File: config.mk
export PLATFORM = sky130hd
export DESIGN_NAME = sdac_ctrl
export DESIGN_NICKNAME = d
export VERILOG_FILES = /design/src/sdac_result_mem.v /design/src/sdac_ctrl.v
export VERILOG_INCLUDE_DIRS = /design/src
export SDC_FILE = /design/constraint.sdc
export NUM_CORES = 1
export LEC_CHECK = 0
export BUFFER_PORTS_ARGS = -buffer_cell sky130_fd_sc_hd__buf_2
export CORE_MARGIN = 1.5
export CORE_UTILIZATION = 35
export DETAILED_ROUTE_END_ITERATION = 8
export PLACE_DENSITY_LB_ADDON = 0.15
export SETUP_SLACK_MARGIN = 0.15
export SYNTH_ARGS = -nofsm -noshare
export SYNTH_HDL_FRONTEND = slang
export SYNTH_SLANG_ARGS = --single-unit
File: constraint.sdc
create_clock -name core_clk -period 8 [get_ports core_clk]
set_clock_uncertainty 0.1 [all_clocks]
set_input_delay 0.8 -clock core_clk [delete_from_list [all_inputs] [get_ports core_clk]]
set_output_delay 0.8 -clock core_clk [all_outputs]
set_load 0.05 [all_outputs]
File: src/sdac_defines.vh
`ifndef SDAC_DEFINES_VH
`define SDAC_DEFINES_VH

// ****************************************
// Clock and timing
// ****************************************
`define SDAC_CLK_MHZ 100
`define SDAC_CE_HOLD_NS 1400
`define SDAC_CE_HOLD_CYC ((`SDAC_CE_HOLD_NS * `SDAC_CLK_MHZ + 999) / 1000)
`define SDAC_WIN0_US 192
`define SDAC_WIN1_US 384
`define SDAC_WIN0_CYC (`SDAC_WIN0_US * `SDAC_CLK_MHZ)
`define SDAC_WIN1_CYC (`SDAC_WIN1_US * `SDAC_CLK_MHZ)
`define SDAC_PON_DISCARD 9'd80
`define SDAC_LATENCY_IRQS 2'd3
`define SDAC_DEV_RD_WAIT 3'd4

// ****************************************
// Controller registers on APB
// ****************************************
`define SDAC_REG_CTRL 8'h00
`define SDAC_REG_DEVWR 8'h04
`define SDAC_REG_STATUS 8'h08
`define SDAC_REG_ISTAT 8'h0c
`define SDAC_REG_IMASK 8'h10
`define SDAC_REG_RES_BASE 8'h20
`define SDAC_REG_RES_LAST 8'h2c
`define SDAC_CTRL_RESET 32'h0000_0000
`define SDAC_CTRL_PON 0
`define SDAC_CTRL_RATE 1
`define SDAC_CTRL_CE_LSB 2
`define SDAC_CTRL_EXTRA_LSB 8
`define SDAC_EV_DONE 0
`define SDAC_EV_MISS 1
`define SDAC_EV_REFUSE 2
`define SDAC_EV_SETTLED 3

// ****************************************
// Converter register map on the device port
// ****************************************
`define SDAC_DEV_MODE 8'h00
`define SDAC_DEV_GAIN0 8'h01
`define SDAC_DEV_GAIN1 8'h02
`define SDAC_DEV_HPF 8'h03
`define SDAC_DEV_ICR 8'h04
`define SDAC_DEV_CLR 8'h05
`define SDAC_DEV_PHASE0 8'h06
`define SDAC_DEV_PHASE3 8'h09
`define SDAC_DEV_RES_BASE 8'h10
`define SDAC_MODE_RATE 6
`define SDAC_MODE_PON 7

`endif

File: src/sdac_result_mem.v
`timescale 1ns/1ns
module sdac_result_mem (
	// Clock and reset
	input wire core_clk,
	input wire rst_b,
	// Write port
	input wire wrEn,
	input wire [1:0] wrAddr,
	input wire [23:0] wrData,
	// Read port
	input wire [1:0] rdAddr,
	output reg [23:0] rdData
);

	reg [23:0] mem [0:3];

	always @(posedge core_clk) begin
		if (wrEn) begin
			mem[wrAddr] <= wrData;
		end
	end

	// Registered read keeps the bus path short
	always @(posedge core_clk or negedge rst_b) begin
		if (!rst_b) begin
			rdData <= 24'h000000;
		end else begin
			rdData <= mem[rdAddr];
		end
	end

endmodule

File: src/sdac_ctrl.v
// Decided for this implementation: the register offsets and the APB interface to the registers.
`timescale 1ns/1ns
`include "sdac_defines.vh"
// Notes on behaviour
// - Result bytes are read only after a conversion-end interrupt.
// - Reads finish within 192 us, or 384 us with fast rate clear.
// - Low, middle and high byte reads share that same window.
// - After power-on the first 80 conversions are thrown away.
// - After a stop and restart one conversion is thrown away.
// - Conversion enable stays low at least 1.4 us before re-enable.
// - Sample-rate bit changes only while converter power is off.
// - Gain, filter, channel select and phase written only while stopped.
// - Results are read only while conversion is enabled.
// - Power is cleared before software enters stop mode.
// - Interrupt control rewrite waits three conversion interrupts.
// - Level zero-cross interrupt stays until cleared by the clear register.
// - Filter settling varies; extra conversions may be discarded on enable.
module sdac_ctrl #(
	parameter [15:0] WIN0_CYC = `SDAC_WIN0_CYC,
	parameter [15:0] WIN1_CYC = `SDAC_WIN1_CYC
) (
	// Clock and reset
	input wire core_clk,
	input wire rst_b,
	// APB slave
	input wire psel,
	input wire penable,
	input wire pwrite,
	input wire [7:0] paddr,
	input wire [31:0] pwdata,
	output reg [31:0] prdata,
	output reg pready,
	output reg pslverr,
	output reg irqOut,
	// Converter register port
	output reg [7:0] devAddr,
	output reg [7:0] devWdata,
	output reg devWr,
	output reg devRd,
	input wire [7:0] devRdata,
	input wire conversionEndIrq
);

	localparam [1:0] ST_IDLE = 2'b01;
	localparam [1:0] ST_RWAIT = 2'b10;

	// ****************************************
	// Input synchronisers
	// ****************************************
	reg [7:0] rdS1_q, rdS2_q;
	reg irqS1_q, irqS2_q, irqS3_q;
	always @(posedge core_clk or negedge rst_b) begin
		if (!rst_b) begin
			rdS1_q <= 8'h00;
			rdS2_q <= 8'h00;
			irqS1_q <= 1'b0;
			irqS2_q <= 1'b0;
			irqS3_q <= 1'b0;
		end else begin
			rdS1_q <= devRdata;
			rdS2_q <= rdS1_q;
			irqS1_q <= conversionEndIrq;
			irqS2_q <= irqS1_q;
			irqS3_q <= irqS2_q;
		end
	end
	wire irqEv = irqS2_q & ~irqS3_q;

	// ****************************************
	// State
	// ****************************************
	reg [1:0] state_q;
	reg [31:0] ctrl_q;
	reg [15:0] devwr_q;
	reg devwrPend_q;
	reg [7:0] mode_q;
	reg [8:0] discard_q;
	reg [7:0] holdCnt_q;
	reg [15:0] winCnt_q;
	reg readPend_q;
	reg [1:0] rdChan_q;
	reg [1:0] rdByte_q;
	reg [2:0] waitCnt_q;
	reg [15:0] acc_q;
	reg [1:0] icrLat_q;
	reg [3:0] istat_q;
	reg [3:0] imask_q;
	reg memWr_q;
	reg [23:0] memData_q;
	wire [23:0] memRd;
	wire [1:0] clrLat0, clrLat1;
	reg [1:0] clrAcc;

	wire curPon = mode_q[`SDAC_MODE_PON];
	wire curRate = mode_q[`SDAC_MODE_RATE];
	wire [3:0] curCe = mode_q[3:0];
	wire ceOn = |curCe;
	wire tgtPon = ctrl_q[`SDAC_CTRL_PON];
	wire tgtRate = ctrl_q[`SDAC_CTRL_RATE];
	wire [3:0] tgtCe = tgtPon ? ctrl_q[`SDAC_CTRL_CE_LSB+3:`SDAC_CTRL_CE_LSB] : 4'h0;
	wire holdDone = (holdCnt_q >= `SDAC_CE_HOLD_CYC);
	wire [8:0] restartDiscard = {1'b0, ctrl_q[`SDAC_CTRL_EXTRA_LSB+7:`SDAC_CTRL_EXTRA_LSB]} + 9'd1;

	// ****************************************
	// Next action when idle
	// ****************************************
	reg actWr, actMode, actClrHold, actPon, actRestart, actRefuse, actDevwr;
	reg [7:0] actAddr, actData;
	reg [1:0] clrReq;
	always @* begin
		actWr = 1'b0;
		actMode = 1'b0;
		actClrHold = 1'b0;
		actPon = 1'b0;
		actRestart = 1'b0;
		actRefuse = 1'b0;
		actDevwr = 1'b0;
		actAddr = `SDAC_DEV_MODE;
		actData = 8'h00;
		clrAcc = 2'b00;
		clrReq = devwr_q[1:0];
		if (curPon && (!tgtPon || tgtRate != curRate)) begin
			actWr = 1'b1;
			actMode = 1'b1;
			actClrHold = 1'b1;
			actData = {1'b0, curRate, 6'h00};
		end else if (!curPon && tgtRate != curRate) begin
			actWr = 1'b1;
			actMode = 1'b1;
			actData = {1'b0, tgtRate, 6'h00};
		end else if (!curPon && tgtPon) begin
			actWr = 1'b1;
			actMode = 1'b1;
			actPon = 1'b1;
			actData = {1'b1, curRate, 6'h00};
		end else if (ceOn && curCe != tgtCe) begin
			actWr = 1'b1;
			actMode = 1'b1;
			actClrHold = 1'b1;
			actData = {1'b1, curRate, 6'h00};
		end else if (!ceOn && tgtCe != 4'h0 && holdDone) begin
			actWr = 1'b1;
			actMode = 1'b1;
			actRestart = 1'b1;
			actData = {1'b1, curRate, 2'b00, tgtCe};
		end else if (devwrPend_q) begin
			actDevwr = 1'b1;
			actAddr = devwr_q[15:8];
			actData = devwr_q[7:0];
			if (actAddr == `SDAC_DEV_MODE || actAddr >= `SDAC_DEV_RES_BASE) begin
				actRefuse = 1'b1;
			end else if (actAddr == `SDAC_DEV_CLR) begin
				// Bits still in their latency are dropped, not resent
				clrReq = devwr_q[1:0] & {(clrLat1 == 2'd0), (clrLat0 == 2'd0)};
				clrAcc = clrReq;
				actData = {devwr_q[7:2], clrReq};
				actWr = 1'b1;
			end else if (ceOn) begin
				actRefuse = 1'b1;
			end else if (actAddr == `SDAC_DEV_ICR && icrLat_q != 2'd0) begin
				actRefuse = 1'b1;
			end else begin
				// Output mode and unit channel select pass through
				actWr = 1'b1;
			end
		end
	end

	// ****************************************
	// Channel walk: next enabled channel above the current one
	// ****************************************
	reg [1:0] nextChan;
	reg nextFound;
	reg [1:0] firstChan;
	integer i;
	always @* begin
		nextChan = 2'd0;
		nextFound = 1'b0;
		firstChan = 2'd0;
		for (i = 3; i >= 0; i = i - 1) begin
			if (curCe[i]) begin
				firstChan = i[1:0];
				if (i > rdChan_q) begin
					nextChan = i[1:0];
					nextFound = 1'b1;
				end
			end
		end
	end

	// ****************************************
	// Sequencer
	// ****************************************
	reg evDone, evMiss, evSettled;
	always @(posedge core_clk or negedge rst_b) begin
		if (!rst_b) begin
			state_q <= ST_IDLE;
			mode_q <= 8'h00;
			discard_q <= 9'd0;
			holdCnt_q <= 8'hff;
			winCnt_q <= 16'h0000;
			readPend_q <= 1'b0;
			rdChan_q <= 2'd0;
			rdByte_q <= 2'd0;
			waitCnt_q <= 3'd0;
			acc_q <= 16'h0000;
			icrLat_q <= 2'd0;
			devAddr <= 8'h00;
			devWdata <= 8'h00;
			devWr <= 1'b0;
			devRd <= 1'b0;
			memWr_q <= 1'b0;
			memData_q <= 24'h000000;
			evDone <= 1'b0;
			evMiss <= 1'b0;
			evSettled <= 1'b0;
		end else begin
			devWr <= 1'b0;
			devRd <= 1'b0;
			memWr_q <= 1'b0;
			evDone <= 1'b0;
			evMiss <= 1'b0;
			evSettled <= 1'b0;
			if (!ceOn && !holdDone) begin
				holdCnt_q <= holdCnt_q + 8'd1;
			end
			if (readPend_q && winCnt_q != 16'h0000) begin
				winCnt_q <= winCnt_q - 16'd1;
			end
			// Latency only advances on interrupts while converting
			if (irqEv && ceOn && icrLat_q != 2'd0) begin
				icrLat_q <= icrLat_q - 2'd1;
			end
			if (irqEv && ceOn) begin
				if (discard_q != 9'd0) begin
					discard_q <= discard_q - 9'd1;
					evSettled <= (discard_q == 9'd1);
				end else begin
					if (readPend_q) begin
						evMiss <= 1'b1;
					end
					// Each interrupt opens a fresh window for all bytes
					readPend_q <= 1'b1;
					winCnt_q <= curRate ? WIN1_CYC : WIN0_CYC;
					rdChan_q <= firstChan;
					rdByte_q <= 2'd0;
				end
			end else if (readPend_q && winCnt_q == 16'h0000) begin
				readPend_q <= 1'b0;
				evMiss <= 1'b1;
			end
			case (state_q)
				ST_IDLE: begin
					if (readPend_q && ceOn && !irqEv && winCnt_q != 16'h0000) begin
						devRd <= 1'b1;
						devAddr <= `SDAC_DEV_RES_BASE + {4'h0, rdChan_q, rdByte_q};
						waitCnt_q <= 3'd0;
						state_q <= ST_RWAIT;
					end else if (!readPend_q && actWr) begin
						devWr <= 1'b1;
						devAddr <= actAddr;
						devWdata <= actData;
						if (actMode) begin
							mode_q <= actData;
						end
						if (actClrHold) begin
							holdCnt_q <= 8'd0;
						end
						if (actPon) begin
							discard_q <= `SDAC_PON_DISCARD;
						end
						if (actRestart) begin
							discard_q <= (discard_q > restartDiscard) ? discard_q :
								restartDiscard;
						end
						if (actDevwr && actAddr == `SDAC_DEV_ICR) begin
							icrLat_q <= `SDAC_LATENCY_IRQS;
						end
					end
				end
				ST_RWAIT: begin
					waitCnt_q <= waitCnt_q + 3'd1;
					if (waitCnt_q == `SDAC_DEV_RD_WAIT) begin
						state_q <= ST_IDLE;
						if (rdByte_q == 2'd2) begin
							memWr_q <= 1'b1;
							memData_q <= {rdS2_q, acc_q};
							rdByte_q <= 2'd0;
							rdChan_q <= nextChan;
							if (!nextFound && !(irqEv && ceOn && discard_q == 9'd0)) begin
								readPend_q <= 1'b0;
								evDone <= 1'b1;
							end
						end else begin
							acc_q <= {rdS2_q, acc_q[15:8]};
							rdByte_q <= rdByte_q + 2'd1;
						end
					end
				end
				default: begin
					state_q <= ST_IDLE;
				end
			endcase
		end
	end

	// ****************************************
	// Zero-cross clear latency per unit
	// ****************************************
	reg [1:0] memChan_q;
	wire doClr = (state_q == ST_IDLE) && !readPend_q && actDevwr && actWr;
	genvar g;
	generate
		for (g = 0; g < 2; g = g + 1) begin : gClr
			reg [1:0] lat_q;
			always @(posedge core_clk or negedge rst_b) begin
				if (!rst_b) begin
					lat_q <= 2'd0;
				end else if (doClr && clrAcc[g]) begin
					lat_q <= `SDAC_LATENCY_IRQS;
				end else if (irqEv && ceOn && lat_q != 2'd0) begin
					lat_q <= lat_q - 2'd1;
				end
			end
		end
	endgenerate
	assign clrLat0 = gClr[0].lat_q;
	assign clrLat1 = gClr[1].lat_q;

	always @(posedge core_clk or negedge rst_b) begin
		if (!rst_b) begin
			memChan_q <= 2'd0;
		end else if (state_q == ST_RWAIT && rdByte_q == 2'd2) begin
			memChan_q <= rdChan_q;
		end
	end

	sdac_result_mem uMem (
		.core_clk(core_clk),
		.rst_b(rst_b),
		.wrEn(memWr_q),
		.wrAddr(memChan_q),
		.wrData(memData_q),
		.rdAddr(paddr[3:2]),
		.rdData(memRd)
	);

	// ****************************************
	// APB slave and interrupt
	// ****************************************
	wire apbDone = psel & penable & pready;
	wire wrHit = apbDone & pwrite;
	wire evRefuse = (state_q == ST_IDLE) && !readPend_q && actDevwr && actRefuse;
	wire devwrTake = (state_q == ST_IDLE) && !readPend_q && actDevwr;
	wire [3:0] events;
	wire [3:0] istatClr = (wrHit && paddr == `SDAC_REG_ISTAT) ? pwdata[3:0] : 4'h0;
	wire isRes = (paddr >= `SDAC_REG_RES_BASE) && (paddr <= `SDAC_REG_RES_LAST) &&
		(paddr[1:0] == 2'b00);
	wire [31:0] statusWord = {9'd0, devwrPend_q, clrLat1, clrLat0, icrLat_q,
		discard_q[7:0], (curPon && ceOn && discard_q == 9'd0),
		(readPend_q | devwrPend_q), curCe, curRate, curPon};
	assign events[`SDAC_EV_DONE] = evDone;
	assign events[`SDAC_EV_MISS] = evMiss;
	assign events[`SDAC_EV_REFUSE] = evRefuse | (wrHit && paddr == `SDAC_REG_DEVWR && devwrPend_q);
	assign events[`SDAC_EV_SETTLED] = evSettled;

	always @(posedge core_clk or negedge rst_b) begin
		if (!rst_b) begin
			prdata <= 32'h0000_0000;
			pready <= 1'b0;
			pslverr <= 1'b0;
			irqOut <= 1'b0;
			ctrl_q <= `SDAC_CTRL_RESET;
			devwr_q <= 16'h0000;
			devwrPend_q <= 1'b0;
			istat_q <= 4'h0;
			imask_q <= 4'h0;
		end else begin
			pready <= psel & penable & ~pready;
			// Error stands only beside its ready pulse, never into the next transfer
			pslverr <= 1'b0;
			if (psel && penable && !pready) begin
				if (paddr == `SDAC_REG_CTRL) begin
					prdata <= ctrl_q;
				end else if (paddr == `SDAC_REG_DEVWR) begin
					prdata <= {16'h0000, devwr_q};
				end else if (paddr == `SDAC_REG_STATUS) begin
					prdata <= statusWord;
				end else if (paddr == `SDAC_REG_ISTAT) begin
					prdata <= {28'h0000000, istat_q};
				end else if (paddr == `SDAC_REG_IMASK) begin
					prdata <= {28'h0000000, imask_q};
				end else if (isRes) begin
					prdata <= {8'h00, memRd};
				end else begin
					prdata <= 32'h0000_0000;
					pslverr <= 1'b1;
				end
			end
			if (devwrTake) begin
				devwrPend_q <= 1'b0;
			end
			if (wrHit && paddr == `SDAC_REG_CTRL) begin
				ctrl_q <= {16'h0000, pwdata[15:8], 2'b00, pwdata[5:0]};
			end
			// A second order while one is pending is refused, not queued
			if (wrHit && paddr == `SDAC_REG_DEVWR && !devwrPend_q) begin
				devwr_q <= pwdata[15:0];
				devwrPend_q <= 1'b1;
			end
			if (wrHit && paddr == `SDAC_REG_IMASK) begin
				imask_q <= pwdata[3:0];
			end
			// New events win over a write-one clear in the same cycle
			istat_q <= (istat_q & ~istatClr) | events;
			irqOut <= |(((istat_q & ~istatClr) | events) & imask_q);
		end
	end

endmodule

* After elaboration in Yosys (flattened, before gate mapping)
Memories as Yosys holds them, arrays and structs flattened. A register that Yosys moved wholly into a read port is not among the register bits.
Cells that the tools add are included.
** Word-level totals
- Bits in latches :: 0
- Output and inout bits :: 53
- Bits in writable memories :: 96
- Word-level logic and storage cells :: 336
- Bits in read-only memories :: 0
- Register bits :: 214
- Memories kept :: 1
- Bits of input ports :: 54
** Cells by class
- Add/sub/neg operators :: 10
- Div/mod/pow operators :: 0
- Order comparisons :: 8
- Equal/unequal tests :: 17
- $mul :: 0
- Reduce and logical (&&, ||, !) cells :: 80
- Bitwise logic cells :: 16
- Muxes and demuxes :: 167
- Shifts and indexed selects :: 0
** Memories
- uMem.mem :: words 4, width 24, rd ports 1, clocked after memory_dff 1, write ports 1, RTL line sdac_result_mem.v:15 : reg [23:0] mem [0:3];
** Operators by type and width (count)
- 8-bit 2-to-1 mux :: 19
- 24-bit 2-to-1 mux :: 5
- 1-bit 2-to-1 mux :: 84
- 2-bit 2-to-1 mux :: 41
- 9-bit 2-to-1 mux :: 8
- 16-bit 2-to-1 mux :: 4
- 1-bit logical AND :: 40
- 8-bit by 3-bit == test with 1-bit output, second input constant :: 4
- 32-bit 2-to-1 mux :: 1
- 8-bit by 4-bit == test with 1-bit output, second input constant :: 2
- 16-bit logical NOT :: 1
- 8-bit logical NOT :: 2
- 16-bit nonzero test :: 1
- 2-bit nonzero test :: 8
- 16-bit by 1-bit subtractor with 16-bit output, second input constant :: 1
- 1-bit logical NOT :: 11
- 8-bit by 1-bit adder with 9-bit output, second input constant :: 1
- 9-bit by 1-bit == test with 1-bit output, second input constant :: 1
- 9-bit greater-than comparator :: 1
- 9-bit logical NOT :: 1
- 3-bit AND reduction :: 3
- 9-bit nonzero test :: 1
- 9-bit by 1-bit subtractor with 9-bit output, second input constant :: 1
- 8-bit by 1-bit adder with 8-bit output, second input constant :: 1
- other kinds (35) :: 56

* Longest topological paths before layout
- Depth in word-level cells :: 17
- Mapped depth :: 13
- Depth with buffers taken out :: 12

* Cells and area by module
From an unflattened synthesis, not the netlist that was laid out.
** Unflattened totals
- Cell total of the unflattened synthesis :: 1035
- Area, all modules :: 13902.1 um^2
** Modules (own cells, without submodules)
- sdac_ctrl :: sequential area each 5116.2 um^2, cells an instance 881, times used 1, area an instance 9766.9 um^2
- sdac_result_mem :: sequential area each 3483.3 um^2, cells an instance 154, times used 1, area an instance 4135.2 um^2

* Worst setup path before layout
No wires, ideal clock.
- Kind :: in2reg
- Start point :: input paddr[1]
- End point :: register devwr_q[10]
- Slack :: 5051 ps
- Buffers on the path :: 2
- Arrival :: 2722 ps
- Library setup time :: 127 ps
- Data required time :: 7773 ps
- Stages on the path :: 8
- Cells stage by stage :: or4_1 > or3_1 > buf_2 > nor3b_4 > nand2_2 > nor2_8 > buf_6 > mux2_1
** On the way
- Word-level cells in the longest chain between the ends :: 3
** Ends and longest elaborated chain
- start: declaration :: RTL line sdac_ctrl.v:29 : input wire [7:0] paddr,
- 8-bit by 3-bit == test with 1-bit output (no source line)
- 1-bit logical AND (no source line)
- 1-bit logical AND :: RTL line sdac_ctrl.v:407 : if (wrHit && paddr == `SDAC_REG_DEVWR && !devwrPend_q) begin
- end signal: assignment :: RTL line sdac_ctrl.v:408 : devwr_q <= pwdata[15:0];
- end: declaration :: RTL line sdac_ctrl.v:74 : reg [15:0] devwr_q;
Every way passes these cells.
A chain may end at the register's enable or synchronous reset.

* Worst setup path in the final report
- Start point :: input paddr[1]
- End point :: register devwr_q[4]
Same word-level chain as after synthesis.

==> run metrics <==
aggregate global-route resource usage 0.167; starting utilization of the core area 0.355; IR Drop Worst-Case VDD between 100 and 150 µV; CTS tree built; mean instance size in the synthesized netlist about 13 µm²; CP max stage cell sky130_fd_sc_hd__or4_1; top-count cell post-synth sky130_fd_sc_hd__dfrtp_1; unrepaired setup endpoints after global routing false; number of DRC violations after detailed routing 0; via count of the first global-routing pass just under 9k; global-route congestion overflow total 0; NumNets Final about 1.2k; top cells by instance count after synthesis sky130_fd_sc_hd__dfrtp_1 (219), sky130_fd_sc_hd__edfxtp_1 (96), sky130_fd_sc_hd__nand2_1 (75); Resized cells post-CTS 0; maximum clock path buffer count 3; worst flop-to-flop path endpoint discard_q[0]; number of antenna repair diodes 0; met1 routed wirelength after detailed routing 14400 µm; PortBufs around 80; outcome finished, final reports clean; cell area after synthesis about 14000 µm²; post-CTS setup-driven buffer insertion count 0; Critical path buffers and inverters 1; count of filler cells inserted in the layout between 3k and 4k; maximum number of pins on one net before global-route repair between 150 and 200; full die area 40400 µm²; category of cells accounting for the largest share of critical-path delay simple AND/OR/NAND/NOR gates; Unique masters post-synth 78; initial DRC count 537; crit-path cells buf_2, or4_1, or3_1, nor3b_4, nand2_2, nor2_8, mux2_2; Relative slew margins 0.238; wire length on met3 around 1500 µm; I/O pin cnt roughly 110; number of buffers created by CTS 37; antenna violations before repair 0; highest attainable clock frequency slightly below 300 MHz; total number of clock tree sinks ~320; Power per Cell Area between 200 and 250 nW/µm²; number of levels the H-tree was split into 2; total number of yosys warnings 0; flip-flop and latch area between 8000 and 9000 µm²; half-perimeter wire length of the detailed placement result ~22000 µm; Worst Max-Slew Pin Slew approximately 1.1 ns; Total Wirelength 32800 µm; Placeable Area 38600 µm²; buffer cell driving the clock tree root sky130_fd_sc_hd__clkbuf_16; ys async rst share 0.704; number of pins with negative max-slew slack in the final report 0; number of instances in the synthesized netlist approximately 1.0k; share of Yosys cell area claimed by the top area cell type 0.400; P_leak 6.46 nW; post-synth top area cell sky130_fd_sc_hd__dfrtp_1; fraction of final layout cells with drive strength greater than 1 0.226; Avg Vias per Cell 5.07; Worst Setup End Kind register; detailed-routed wire length on met2 around 16000 µm; final-report setup violation count 0; post-synthesis sequential area ratio 0.627; cts-stage hold buffer count 0; worst hold path class input port to asynchronous set/reset pin; maximum cell stage delay along the critical path between 0.7 and 0.8 ns; clock period minus worst slack about 3.5 ns; latest clock arrival within the worst-skew pair between 0.5 and 0.6 ns; first-pass iteration count of the detailed router 5; uppermost metal layer occupied by signal nets met4; num rows between 70 and 80; type of the setup path with the least slack input port to register; total design power roughly 0.0035 W; vertical extent of the die 201 µm; flop-to-flop setup slack between 4 and 5 ns; width of the die roughly 200 µm; wire length of the first global-routing pass around 52000 µm; data arrival time of the critical path between 3 and 4 ns; data required time at the worst endpoint approximately 8.3 ns; setup TNS 0 ns; nature of the critical path startpoint input port; Critical R2R Launch mode_q[0]; worst-path fanout max 17; number of synthesized register bits ~320; leading post-synthesis cells by cell area sky130_fd_sc_hd__dfrtp_1 (40%), sky130_fd_sc_hd__edfxtp_1 (21%), sky130_fd_sc_hd__mux2_2 (5.5%); weighted congestion reported at the end of routability-driven placement between 0.8 and 0.9; EDFF count, synth 96; number of routed nets with antenna violations 0; Routed WL per cell 19.6 µm; detailed-route via count around 8.5k; area of the multi-input gates about 4800 µm²; post-route fraction of the period consumed by the critical path 0.434; layout overhead on the synthesized area 15.5%; flip-flop cell with the highest count after synthesis sky130_fd_sc_hd__dfrtp_1; Final Hold Violating Endpoints 0; clock-pin transition on the worst setup and hold timing paths 0.06 ns; max cap viols 0; Worst R2R Path Depth 6
power by group:
part | switching (W) | leakage (nW) | total (W) | internal, W
sequential | 0.0000107 | 3.64 | 0.00172 | 0.00171
clock | 0.000662 | 0.574 | 0.00165 | 0.000990
combinational | 0.0000941 | 2.24 | 0.000125 | 0.0000314
per-layer routing:
layer,global-route usage,vias to the layer above
met5,0,-
met4,0.0459,0
met3,0.0284,49
met2,0.282,200
met1,0.222,4229
li1,-,4021
registers in the layout, indices dropped and copies added (netlist names), 4 cells and up:
signal       flops
uMem.mem        96
memData_q       24
prdata          24
uMem.rdData     24
acc_q           16
devwr_q         16
winCnt_q        16
ctrl_q          14
discard_q        9
devAddr          8
devWdata         8
holdCnt_q        8
rdS1_q           8
rdS2_q           8
mode_q           6
imask_q          4
istat_q          4
worst register-to-register path, delay by kind of cell (launching register included):
kind	cells	cell delay [ns]
and+or+nand+nor	3	1.44
AOI/OAI and AO/OA	3	1.30
DFF	1	0.51
logic make-up after synthesis:
family	share of synthesized area
adders and majority gates	0.0199
AOI/OAI and AO/OA	0.100
and+or+nand+nor	0.100
muxes	0.103
xor gates and xnor gates	0.0211
other	0.000274
DFF	0.627
buffers and inverters	0.0284
worst max-delay path by stage:
| stage | startpoint | end | slack [ns] | depth (start not counted) |
|---|---|---|---|---|
| finish | paddr[1] | devwr_q[4] | 4.53 | 7 |
| global route | mode_q[1] | discard_q[0] | 4.20 | 6 |
| CTS | paddr[1] | devwr_q[4] | 4.54 | 7 |
| detailed placement | paddr[1] | devwr_q[12] | 3.98 | 7 |
| global placement | paddr[1] | devwr_q[6] | 3.98 | 7 |
| floorplan | paddr[1] | devwr_q[10] | 5.05 | 8 |
layout by cell type (no fill, tap or decap), drive strengths merged, types with 15 or more instances in the layout:
master	synthesis	routed
xor2	15	15
nand2	76	76
clkbuf	20	56
edfxtp	96	96
buf	34	92
nor3	17	17
inv	32	33
a21oi	41	41
o21ai	60	60
dfrtp	219	219
ha	21	21
mux4	24	24
xnor2	18	18
nand3	30	30
mux2	76	76
nor2	68	68
layout make-up:
cell class / count / area share
multi-input cells: 642 / 0.301
repair buffers: 92 / 0.0321
well taps: 518 / 0.0409
clock inverters: 12 / 0.0103
inverters: 32 / 0.00759
clock buffers: 56 / 0.0649
flip-flops and latches: 324 / 0.543
per-stage QoR:
| step | instances | hold slack, ns | util | setup WS (ns) | area, µm² |
|---|---|---|---|---|---|
| 6_report | 1676 | 0.128 | 0.410 | 4.53 | 15800 |
| 5_1_grt | 1676 | 0.182 | 0.410 | 4.20 | 15800 |
| 4_1_cts | 1676 | 0.147 | 0.410 | 4.54 | 15800 |
| 3_5_place_dp | 1608 | 0.236 | 0.379 | 3.98 | 14600 |
| 3_3_place_gp | 1608 | 0.233 | 0.379 | 3.98 | 14600 |
| 2_1_floorplan | 1052 | 0.231 | - | 5.05 | 13700 |
(Power assumes the default switching activity.)
